==> config.mk <==
export PLATFORM = sky130hd
export DESIGN_NAME = ics_switch_ctl
export DESIGN_NICKNAME = d
export VERILOG_FILES = /design/src/ics_pkg.sv /design/src/ics_switch_ctl.sv
export SDC_FILE = /design/constraint.sdc
export NUM_CORES = 1
export LEC_CHECK = 0
export ABC_AREA = 1
export BUFFER_PORTS_ARGS = -buffer_cell sky130_fd_sc_hd__buf_2
export CAP_MARGIN = 20
export CORE_ASPECT_RATIO = 1.75
export CORE_MARGIN = 2
export CORE_UTILIZATION = 57
export CTS_CLUSTER_DIAMETER = 80
export DETAILED_ROUTE_END_ITERATION = 10
export GPL_ROUTABILITY_DRIVEN = 0
export PLACE_DENSITY = 0.85
export SLEW_MARGIN = 20
export SYNTH_ARGS = -nofsm -noshare
export SYNTH_HDL_FRONTEND = slang
export SYNTH_SLANG_ARGS = --single-unit
==> constraint.sdc <==
create_clock -name CLK -period 1.93 [get_ports CLK]
set_input_delay 0.386 -clock CLK [delete_from_list [all_inputs] [get_ports CLK]]
set_output_delay 0.386 -clock CLK [all_outputs]
set_load 0.01 [all_outputs]
==> src/ics_pkg.sv <==
// package: constants for the serial channel switch target
package ics_pkg;
  localparam logic [6:0] ADDR_BASE = 7'h70;   // base target address
  localparam logic [7:0] CHAN_RESET = 8'h00;  // channel select after reset
  localparam int NUM_CHAN = 8;                // downstream channels
  localparam logic [3:0] BIT_LAST = 4'h7;     // last bit index of a byte
  localparam logic [3:0] BIT_ACK = 4'h8;      // bit index of the ack slot
  localparam logic [3:0] BIT_FIRST = 4'h0;    // first bit index
  localparam logic [3:0] BIT_PRE = 4'hF;      // before first address bit
  // serial engine states, one-hot
  typedef enum logic [4:0] {
    ST_IDLE = 5'b00001,  // waiting for a start
    ST_ADDR = 5'b00010,  // shifting in the address byte
    ST_WDAT = 5'b00100,  // receiving register bytes
    ST_RDAT = 5'b01000,  // sending register bytes
    ST_SKIP = 5'b10000   // not addressed, wait for start
  } ics_state_t;
endpackage

==> src/ics_switch_ctl.sv <==
// module: serial-bus target logic of the eight-channel switch
module ics_switch_ctl (
  input wire logic CLK,                 // system clock, 250 MHz
  input wire logic RST_B,               // async reset, active low
  input wire logic CE,                  // clock enable, freezes state
  input wire logic SCL_PIN,             // bus clock level from pin
  input wire logic SDA_PIN,             // bus data level from pin
  output logic SDA_DRV,                 // data drive value, always low
  output logic SDA_OE,                  // high while pulling data low
  input wire logic ADDR_STRAP_LOW,      // address strap bit 0
  input wire logic ADDR_STRAP_MID,      // address strap bit 1
  input wire logic ADDR_STRAP_HIGH,     // address strap bit 2
  output logic [7:0] CHAN_EN            // connected downstream channels
);
  ////////////////////////////////////////////////////////////////////////
  // reset release and pin synchronisers
  logic [1:0] rst_sync_q;  // reset release chain
  logic rst_n;             // released reset copy
  logic [1:0] scl_s_q;     // scl sync chain
  logic [1:0] sda_s_q;     // sda sync chain
  logic [2:0] strap_s0_q;  // strap sync first stage
  logic [2:0] strap_s1_q;  // strap sync second stage
  logic scl_d1_q;          // previous synced scl
  logic sda_d1_q;          // previous synced sda

  // release reset through two flops
  always_ff @(posedge CLK or negedge RST_B) begin
    if (!RST_B) begin
      rst_sync_q <= 2'h0;
    end else begin
      rst_sync_q <= {rst_sync_q[0], 1'b1};
    end
  end
  assign rst_n = rst_sync_q[1];

  // two-flop synchronisers; only stage two is read by logic
  always_ff @(posedge CLK or negedge rst_n) begin
    if (!rst_n) begin
      scl_s_q <= 2'h3;
      sda_s_q <= 2'h3;
      strap_s0_q <= 3'h0;
      strap_s1_q <= 3'h0;
      scl_d1_q <= 1'b1;
      sda_d1_q <= 1'b1;
    end else if (CE) begin
      scl_s_q <= {scl_s_q[0], SCL_PIN};
      sda_s_q <= {sda_s_q[0], SDA_PIN};
      strap_s0_q <= {ADDR_STRAP_HIGH, ADDR_STRAP_MID, ADDR_STRAP_LOW};
      strap_s1_q <= strap_s0_q;
      scl_d1_q <= scl_s_q[1];
      sda_d1_q <= sda_s_q[1];
    end
  end

  ////////////////////////////////////////////////////////////////////////
  // bus event detection
  logic scl;      // synced scl
  logic sda;      // synced sda
  logic scl_rise; // sample point
  logic scl_fall; // drive change point
  logic start_ev; // start or repeated start
  logic stop_ev;  // stop condition
  assign scl = scl_s_q[1];
  assign sda = sda_s_q[1];
  assign scl_rise = scl && !scl_d1_q;
  assign scl_fall = !scl && scl_d1_q;
  assign start_ev = scl && scl_d1_q && sda_d1_q && !sda;
  assign stop_ev = scl && scl_d1_q && !sda_d1_q && sda;

  ////////////////////////////////////////////////////////////////////////
  // serial engine
  ics_pkg::ics_state_t st_q, st_d; // engine state
  logic [3:0] bit_q, bit_d;        // bit index in byte, 8 is ack
  logic [7:0] sh_q, sh_d;          // shift register
  logic [7:0] sel_q, sel_d;        // channel select register
  logic [7:0] con_q, con_d;        // connected channels
  logic oe_q, oe_d;                // data line pull-down
  logic mack_q, mack_d;            // controller acked last read byte
  logic [6:0] my_addr;             // own target address

  assign my_addr = ics_pkg::ADDR_BASE + {4'h0, strap_s1_q};

  // next-state logic for engine and registers
  always_comb begin
    st_d = st_q;
    bit_d = bit_q;
    sh_d = sh_q;
    sel_d = sel_q;
    con_d = con_q;
    oe_d = oe_q;
    mack_d = mack_q;
    if (stop_ev) begin
      st_d = ics_pkg::ST_IDLE;
      oe_d = 1'b0;
      con_d = sel_q;
    end else if (start_ev) begin
      st_d = ics_pkg::ST_ADDR; // restart also lands here
      // the clock fall that ends the start is no bit: it wraps to zero
      bit_d = ics_pkg::BIT_PRE;
      oe_d = 1'b0;
    end else if (scl_rise) begin
      // sample: shift in data bits, read ack bit from controller
      if (bit_q <= ics_pkg::BIT_LAST) begin
        sh_d = {sh_q[6:0], sda};
      end else if (st_q == ics_pkg::ST_RDAT) begin
        mack_d = !sda;
      end
    end else if (scl_fall) begin
      case (st_q)
        ics_pkg::ST_ADDR: begin
          if (bit_q == ics_pkg::BIT_LAST) begin
            if (sh_q[7:1] == my_addr) begin
              oe_d = 1'b1;
              bit_d = ics_pkg::BIT_ACK;
            end else begin
              st_d = ics_pkg::ST_SKIP;
            end
          end else if (bit_q == ics_pkg::BIT_ACK) begin
            bit_d = ics_pkg::BIT_FIRST;
            if (sh_q[0]) begin
              st_d = ics_pkg::ST_RDAT;
              sh_d = sel_q;
              oe_d = !sel_q[7];
            end else begin
              st_d = ics_pkg::ST_WDAT;
              oe_d = 1'b0;
            end
          end else begin
            bit_d = bit_q + 4'h1;
          end
        end
        ics_pkg::ST_WDAT: begin
          if (bit_q == ics_pkg::BIT_LAST) begin
            sel_d = sh_q;
            oe_d = 1'b1;
            bit_d = ics_pkg::BIT_ACK;
          end else if (bit_q == ics_pkg::BIT_ACK) begin
            oe_d = 1'b0;
            bit_d = ics_pkg::BIT_FIRST;
          end else begin
            bit_d = bit_q + 4'h1;
          end
        end
        ics_pkg::ST_RDAT: begin
          if (bit_q == ics_pkg::BIT_LAST) begin
            oe_d = 1'b0; // release for controller ack
            bit_d = ics_pkg::BIT_ACK;
          end else if (bit_q == ics_pkg::BIT_ACK) begin
            bit_d = ics_pkg::BIT_FIRST;
            if (mack_q) begin
              sh_d = sel_q;
              oe_d = !sel_q[7];
            end else begin
              st_d = ics_pkg::ST_SKIP; // nack: release, wait stop
              oe_d = 1'b0;
            end
          end else begin
            bit_d = bit_q + 4'h1;
            // sh_q already moved left at the rise, next bit sits on top
            oe_d = !sh_q[7];
          end
        end
        ics_pkg::ST_IDLE, ics_pkg::ST_SKIP: begin
          oe_d = 1'b0;
        end
        default: begin
          st_d = ics_pkg::ST_IDLE;
          oe_d = 1'b0;
        end
      endcase
    end
  end

  // register the engine; reset clears all
  always_ff @(posedge CLK or negedge rst_n) begin
    if (!rst_n) begin
      st_q <= ics_pkg::ST_IDLE;
      bit_q <= ics_pkg::BIT_FIRST;
      sh_q <= 8'h00;
      sel_q <= ics_pkg::CHAN_RESET;
      con_q <= ics_pkg::CHAN_RESET;
      oe_q <= 1'b0;
      mack_q <= 1'b0;
    end else if (CE) begin
      st_q <= st_d;
      bit_q <= bit_d;
      sh_q <= sh_d;
      sel_q <= sel_d;
      con_q <= con_d;
      oe_q <= oe_d;
      mack_q <= mack_d;
    end
  end

  assign SDA_DRV = 1'b0;  // open drain: only ever pulls low
  assign SDA_OE = oe_q;
  assign CHAN_EN = con_q;

  ////////////////////////////////////////////////////////////////////////
  // assertions
  property p_conn_only_at_stop;
    @(posedge CLK) disable iff (!rst_n)
      (CE && !stop_ev) |=> $stable(CHAN_EN);
  endproperty
  a_conn_only_at_stop: assert property (p_conn_only_at_stop)
    else $error("channel connection changed without stop");

  property p_stop_connects;
    @(posedge CLK) disable iff (!rst_n)
      (CE && stop_ev) |=> (CHAN_EN == $past(sel_q));
  endproperty
  a_stop_connects: assert property (p_stop_connects)
    else $error("stop did not connect selection");

  property p_write_loads;
    @(posedge CLK) disable iff (!rst_n)
      (CE && scl_fall && !stop_ev && !start_ev && st_q == ics_pkg::ST_WDAT
       && bit_q == ics_pkg::BIT_LAST) |=> (sel_q == $past(sh_q)) && SDA_OE;
  endproperty
  a_write_loads: assert property (p_write_loads)
    else $error("written byte not stored or not acked");

  property p_skip_silent;
    @(posedge CLK) disable iff (!rst_n)
      (st_q == ics_pkg::ST_SKIP) |-> !SDA_OE;
  endproperty
  a_skip_silent: assert property (p_skip_silent)
    else $error("drove bus while not addressed");

  property p_idle_silent;
    @(posedge CLK) disable iff (!rst_n)
      (st_q == ics_pkg::ST_IDLE) |-> !SDA_OE;
  endproperty
  a_idle_silent: assert property (p_idle_silent)
    else $error("drove bus while idle");

  property p_addr_ack;
    @(posedge CLK) disable iff (!rst_n)
      (CE && scl_fall && !stop_ev && !start_ev && st_q == ics_pkg::ST_ADDR
       && bit_q == ics_pkg::BIT_LAST && sh_q[7:1] == my_addr) |=> SDA_OE;
  endproperty
  a_addr_ack: assert property (p_addr_ack)
    else $error("matching address not acked");

  property p_read_first;
    @(posedge CLK) disable iff (!rst_n)
      (CE && scl_fall && !stop_ev && !start_ev && st_q == ics_pkg::ST_ADDR
       && bit_q == ics_pkg::BIT_ACK && sh_q[0]) |=>
        (st_q == ics_pkg::ST_RDAT) && (SDA_OE == !sel_q[7]);
  endproperty
  a_read_first: assert property (p_read_first)
    else $error("read did not start with msb");

  property p_strap_addr;
    @(posedge CLK) disable iff (!rst_n)
      (CE && scl_fall && !stop_ev && !start_ev && st_q == ics_pkg::ST_ADDR
       && bit_q == ics_pkg::BIT_LAST
       && sh_q[7:4] != ics_pkg::ADDR_BASE[6:3])
      |=> (st_q == ics_pkg::ST_SKIP);
  endproperty
  a_strap_addr: assert property (p_strap_addr)
    else $error("address outside strap range was accepted");

  c_write: cover property (@(posedge CLK) disable iff (!rst_n)
    st_q == ics_pkg::ST_WDAT && scl_fall && bit_q == ics_pkg::BIT_LAST);
  c_read: cover property (@(posedge CLK) disable iff (!rst_n)
    st_q == ics_pkg::ST_RDAT && scl_fall && bit_q == ics_pkg::BIT_ACK);
  c_skip: cover property (@(posedge CLK) disable iff (!rst_n)
    st_q == ics_pkg::ST_SKIP);
endmodule // ics_switch_ctl

==> metrics.md, run 1 <==
| Metric | Value |
|---|---|
| Hold crit path type | `flip-flop to asynchronous set/reset pin` |
| RSZ-0062 raised after global routing | `true` |
| Largest net degree at the start of global routing | `25` |
| VDD IR max | `0.722 mV` |
| Final HPWL from detailed placement | `4370 um` |
| Outcome | `finished clean` |
| Area Overhead vs Synth | `10.9%` |
| Vias in the first global route | `between 2000 and 2500` |
| Die Ht | `96.5 um` |
| Critical Path RT | `roughly 2100 ps` |
| Critical path buffers and inverters | `2` |
| R2R depth | `10` |
| Post-detailed-route count of antenna-violating nets | `0` |
| Vias per cell | `5.44` |
| Clock power share | `a little under a third` |
| Post-Syn Instances | `349` |
| Crit path launch type | `flip-flop` |
| Critical-path top delay cell | `dfstp_2` |
| Stages on the worst setup path | `10` |
| Rows | `33` |
| Final slew viol count | `0` |
| GR Overflow Total | `0` |
| Endpoints failing hold | `0` |
| Vias | `between 2000 and 2500` |
| Max_cap viols | `0` |
| I/O Buffers | `16` |
| Starting density of the core | `59.2%` |
| Synth cell types | `36` |
| Setup violators final | `0` |
| First-pass GRT wire length | `10100 um` |
| Max clock buf depth | `2` |
| Sw Pwr | `0.754 mW` |
| 1st-pass router iterations | `4` |
| Core Region | `4710 um^2` |
| Leak | `1.62 nW` |
| Worst slew pin tran | `553 ps` |
| Seq pwr share | `between 40% and 50%` |
| CP most frequent cell | `nor2_4` |
| Synth Cell Area | `2790 um^2` |
| Inst Count DP | `415` |
| Initial antenna violation count | `0` |
| Fraction of layout cells with a size suffix above 1 | `23.7%` |
| Most frequent cells in the layout | `nand2_1, dfrtp_1, nand3_1` |
| Sequential area share after synthesis | `roughly 44%` |
| Die footprint | `5490 um^2` |
| Most common cell after layout, fill and taps aside | `nand2_1` |
| Fillers | `399` |
| Final clock period utilization by the worst path | `96.1%` |
| Root Driver | `clkbuf_8` |
| Slew HR | `63.2%` |
| Cell family with most CP delay | `simple AND/OR/NAND/NOR gates` |
| Boundary pin count | `18` |
| CP max stage delay | `390 ps` |
| GR peak layer | `met2` |
| Setup TNS | `0 ps` |
| Crit-path cells | `ha_1 -> nand2_2 -> nor2_4 -> buf_12 -> nor2_8 -> inv_6 -> nor2_4 -> nand4_4 -> nand2_1 -> o21ai_2` |
| Antenna diodes | `0` |
| Detailed-route DRC error count | `0` |
| Routing usage on met2 | `a little under half` |
| Area contributors post-synth | `dfrtp_1, nand2_1, dfstp_2` |
| Share of the synthesized area in the top cell type | `roughly 38%` |
| Crit path kind | `flip-flop to flip-flop` |
| Syn Nets | `362` |
| Post-route insts no fill | `427` |
| WP data arrival | `about 2000 ps` |
| Syn Area/Cell | `about 8 um^2` |
| Wire length per cell | `13.8 um` |
| Die Wd | `about 57 um` |
| CTS buffer count | `5` |
| Yosys warnings | `0` |
| All-Layer GR Usage | `around a quarter` |
| Met3 Track Usage GR | `3.46%` |
| Latest clock arrival within the worst-skew pair | `~300 ps` |
| Total Wirelength | `5890 um` |
| Design Area, Final | `3090 um^2` |
| Final core occ | `~66%` |
| Met1 usage | `24.1%` |
| CTS clk-pin slew, worst paths | `100 ps` |
| Pwr dens | `~780 nW/um^2` |
| CTS tree | `built` |
| Placed Area | `2930 um^2` |
| P_int | `1.66 mW` |
| Tmin final | `approximately 1900 ps` |
| Fmax | `roughly 540 MHz` |
| Sink Count | `49` |
| Synth area leader | `dfrtp_1` |
| Combinational Power Share | `19.3%` |
| Crit end category | `flip-flop` |
| Final net count | `387` |
| H-tree levels | `2` |
| Critical Path Fanout Max | `16` |
| Detailed Route Iter0 Violations | `79` |
| WHS | `261 ps` |
| Net Sw Frac | `31.3%` |
| #FFs+latches synth | `49` |
| Setup Skew | `approximately 6.8 ps` |
## sequential cells by signal, summed over array words and instances (netlist names), 3 cells and up
register    flops
strap_s1_q      3
st_q            5
CHAN_EN         8
sel_q           8
sh_q            8
bit_q           4
strap_s0_q      3
## logic make-up (layout without fill, tap and decap cells)
family,Yosys count,count (layout),share of synthesized area (%)
adders and majority gates,5,5,2.25
muxes,6,6,2.69
and+or+nand+nor,197,197,33.9
buffers and inverters,48,74,7.68
other,2,2,0.270
AOI/OAI and AO/OA,41,41,8.62
DFF,49,49,44.3
xor gates and xnor gates,1,1,0.314
## timing repair
action                                 4_1_cts  5_1_grt
endpoints found under the hold margin        2        0
setup buffers                                0        3
hold buffers                                 1        0
setup endpoints to repair                    0       15
resized for setup                            0        3
## worst register-to-register path, delay by kind of cell (launching register included)
| kind | cells | cell delay, ps |
|---|---|---|
| adder cells (fa/ha/maj) | 1 | 220 |
| AND/OR/NAND/NOR | 6 | 880 |
| AO/OA/AOI/OAI | 1 | 60 |
| flip-flops | 1 | 390 |
| buffers and inverters | 2 | 180 |
## cell usage after synthesis, drive strengths merged
library cell / n
clkinv: 1
conb: 2
a21oi: 2
a31oi: 1
dfstp: 7
clkbuf: 3
nand4: 1
ha: 5
inv: 40
nor3: 3
or2: 2
o21ai: 36
nor2: 34
nand2: 119
mux2: 6
dfrtp: 42
a22oi: 1
nand3: 38
buf: 4
o22ai: 1
xor2: 1
## final timing paths
kind	startpoint	end	slack, ps
worst max-delay path	scl_s_q[1]	sel_q[4]	80
max in group asynchronous	rst_sync_q[1]	scl_s_q[1]	1080
worst max register to register	scl_s_q[1]	sel_q[4]	80
worst min-delay path	rst_sync_q[1]	sel_q[6]	260
min in group CLK	SCL_PIN	scl_s_q[0]	270
worst min register to register	rst_sync_q[1]	sel_q[6]	260
## cell type report
type                    instances  area, um^2  area share (%)
clock buffers                   5        68.8            2.23
clock inverters                 3        43.8            1.42
inverters                      41         160            5.18
multi-input cells             252        1340            43.4
flip-flops and latches         49        1240            40.0
well taps                      52        65.1            2.11
repair buffers                 25         175            5.67
## power by group through the flow
stage          registers, mW  clock network (mW)  logic [mW]
6_report                1.19               0.754       0.464
3_3_place_gp            1.21                   0       0.444
2_1_floorplan           1.20                   0       0.356
5_1_grt                 1.20               0.796       0.531
3_5_place_dp            1.21                   0       0.453
4_1_cts                 1.19               0.758       0.457
## metrics by stage
stage / setup WS, ps / total power [mW]
after floorplan: 277 / 1.55
final: 75.8 / 2.41
after detailed placement: 118 / 1.66
after CTS: 102 / 2.41
after global placement: 170 / 1.65
after global routing: -54.8 / 2.53
## routing by layer
metal	share of wire [%]	wire length, um	up-vias
li1	-	-	1151
met1	37	2190	1101
met2	57	3360	58
met3	3.0	178	15
met4	2.7	159	0
met5	0	0	-
(Power assumes the default switching activity.)
==> run 2: changes to the inputs <==
clock period = 2.35 ns   (was 1.93 ns; I/O delays follow)
==> run 2 against run 1 <==
Utilization fell by 1.5 points. Worst hold slack got worse by 15 ps. Clock-buffer cell count rose by 1. Design area fell by 2.2%. Clock power fell by 31%. Sequential share of layout area rose by 0.91 points. Routed wire length rose by 1.1%. Largest cell class unchanged.
==> metrics.md, run 2 (same netlist as run 1, synthesis figures left out) <==
| Metric | Value |
|---|---|
| Crit-path cells | `ha_1 -> nand2_2 -> nor2_4 -> nand2_4 -> nand2_1 -> nand2_1 -> clkinv_2 -> nand3_1 -> nand2_1 -> nand2_1` |
| First-pass GRT wire length | `between 10000 and 15000 um` |
| Boundary pin count | `18` |
| Detailed-route DRC error count | `0` |
| Critical-path top delay cell | `dfstp_2` |
| RR Endpoint | `SDA_OE` |
| CTS clk-pin slew, worst paths | `100 ps` |
| CP most frequent cell | `nand2_1` |
| Max clock buf depth | `2` |
| Latest clock arrival within the worst-skew pair | `310 ps` |
| Fillers | `417` |
| Critical Path RT | `between 2000 and 3000 ps` |
| Wire length per cell | `14.1 um` |
| R2R depth | `10` |
| Outcome | `finished clean` |
| Most common cell after layout, fill and taps aside | `nand2_1` |
| Critical Path Fanout Max | `11` |
| Crit path kind | `flip-flop to flip-flop` |
| CTS buffer count | `5` |
| Crit path launch type | `flip-flop` |
| Die Ht | `96.5 um` |
| Vias in the first global route | `2307` |
| Worst R2R Setup Slack | `470 ps` |
| Final WS setup | `about 470 ps` |
| Initial antenna violation count | `0` |
| Final slew viol count | `0` |
| Post-detailed-route count of antenna-violating nets | `0` |
| WP data arrival | `2080 ps` |
| Pwr dens | `~630 nW/um^2` |
| Starting density of the core | `between 50 and 60%` |
| Die Wd | `56.9 um` |
| Max_cap viols | `0` |
| H-tree levels | `2` |
| Stages on the worst setup path | `10` |
| Vias per cell | `5.47` |
| Most frequent cells in the layout | `nand2_1, dfrtp_1, inv_1, nand3_1` |
| Die footprint | `5490 um^2` |
| RSZ-0062 raised after global routing | `false` |
| Final core occ | `64.2%` |
| Reg-to-reg startpoint | `scl_s_q[1]` |
| Fmax | `about 530 MHz` |
| Vias | `2307` |
| Post-route insts no fill | `422` |
| Setup Skew | `11.7 ps` |
| Pre-CTS WS | `470 ps` |
| Final clock period utilization by the worst path | `around four fifths` |
| Cell family with most CP delay | `simple AND/OR/NAND/NOR gates` |
| Tmin final | `1880 ps` |
| Setup TNS | `0 ps` |
| Largest net degree at the start of global routing | `26` |
| Hold crit path type | `flip-flop to asynchronous set/reset pin` |
| Crit. Startpoint | `scl_s_q[1]` |
| Antenna diodes | `0` |
| Endpoints failing hold | `0` |
| Root Driver | `clkbuf_8` |
| All-Layer GR Usage | `23.8%` |
| # hold bufs at CTS | `1` |
| Postcts setup bufs | `0` |
| Fraction of layout cells with a size suffix above 1 | `about 22%` |
| Detailed Route Iter0 Violations | `40` |
| Critical path buffers and inverters | `1` |
| Crit end category | `flip-flop` |
| Core Region | `4710 um^2` |
| Leak | `1.59 nW` |
| Critical path endpoint | `SDA_OE` |
| VDD IR max | `0.490 mV` |
| Setup violators final | `0` |
| Worst slew pin tran | `523 ps` |
| GR Overflow Total | `0` |
| 1st-pass router iterations | `4` |
| Rows | `33` |
| Total Wirelength | `5950 um` |
| Final HPWL from detailed placement | `4460 um` |
| Sink Count | `roughly 50` |
| Inst Count DP | `413` |
| I/O Buffers | `16` |
| Final net count | `382` |
| CP max stage delay | `between 500 and 600 ps` |
| Area Overhead vs Synth | `8.40%` |
| Slew HR | `about two thirds` |
| CTS tree | `built` |
| Post-CTS sizing | `0` |
==> run 2: power by group <==
part / leakage (nW) / total, mW / internal, mW / switching, mW
sequential: 0.643 / 0.979 / 0.916 / 0.0631
combinational: 0.892 / 0.389 / 0.121 / 0.268
clock: 0.0512 / 0.523 / 0.239 / 0.284
==> run 2: final cells by class <==
cell class | count | area, um^2 | area share (%)
Inverter | 41 | 160 | 5.30
Clock inverter | 2 | 13.8 | 0.456
Multi-Input combinational cell | 252 | 1340 | 44.3
Tap cell | 52 | 65.1 | 2.15
Sequential cell | 49 | 1240 | 40.9
Timing Repair Buffer | 20 | 125 | 4.14
Clock buffer | 6 | 82.6 | 2.73
==> run 2: how the worst min path moves through the flow <==
stage | from | endpoint | slack, ps | cells past startpoint
4_1_cts | rst_sync_q[1] | sel_q[6] | 270 | 0
6_report | rst_sync_q[1] | sel_q[6] | 250 | 0
3_3_place_gp | rst_sync_q[1] | sh_q[3] | 250 | 0
5_1_grt | rst_sync_q[1] | CHAN_EN[7] | 310 | 0
2_1_floorplan | RST_B | rst_sync_q[0] | 170 | 0
3_5_place_dp | RST_B | rst_sync_q[0] | 260 | 1
==> run 2: routing by layer <==
metal / up-vias / wire (um) / GRT usage, %
met5: - / 0 / 0
met4: 0 / 366 / 17.2
met3: 26 / 207 / 3.06
met2: 59 / 3170 / 44.0
met1: 1076 / 2210 / 24.2
li1: 1146 / - / -
==> run 2: through the flow <==
stage	total power, mW	instance area (um^2)	hold slack [ps]
2_1_floorplan	1.27	2790	174
3_3_place_gp	1.36	2910	250
3_5_place_dp	1.38	2910	255
4_1_cts	1.91	3020	269
5_1_grt	1.99	3020	309
6_report	1.89	3020	246
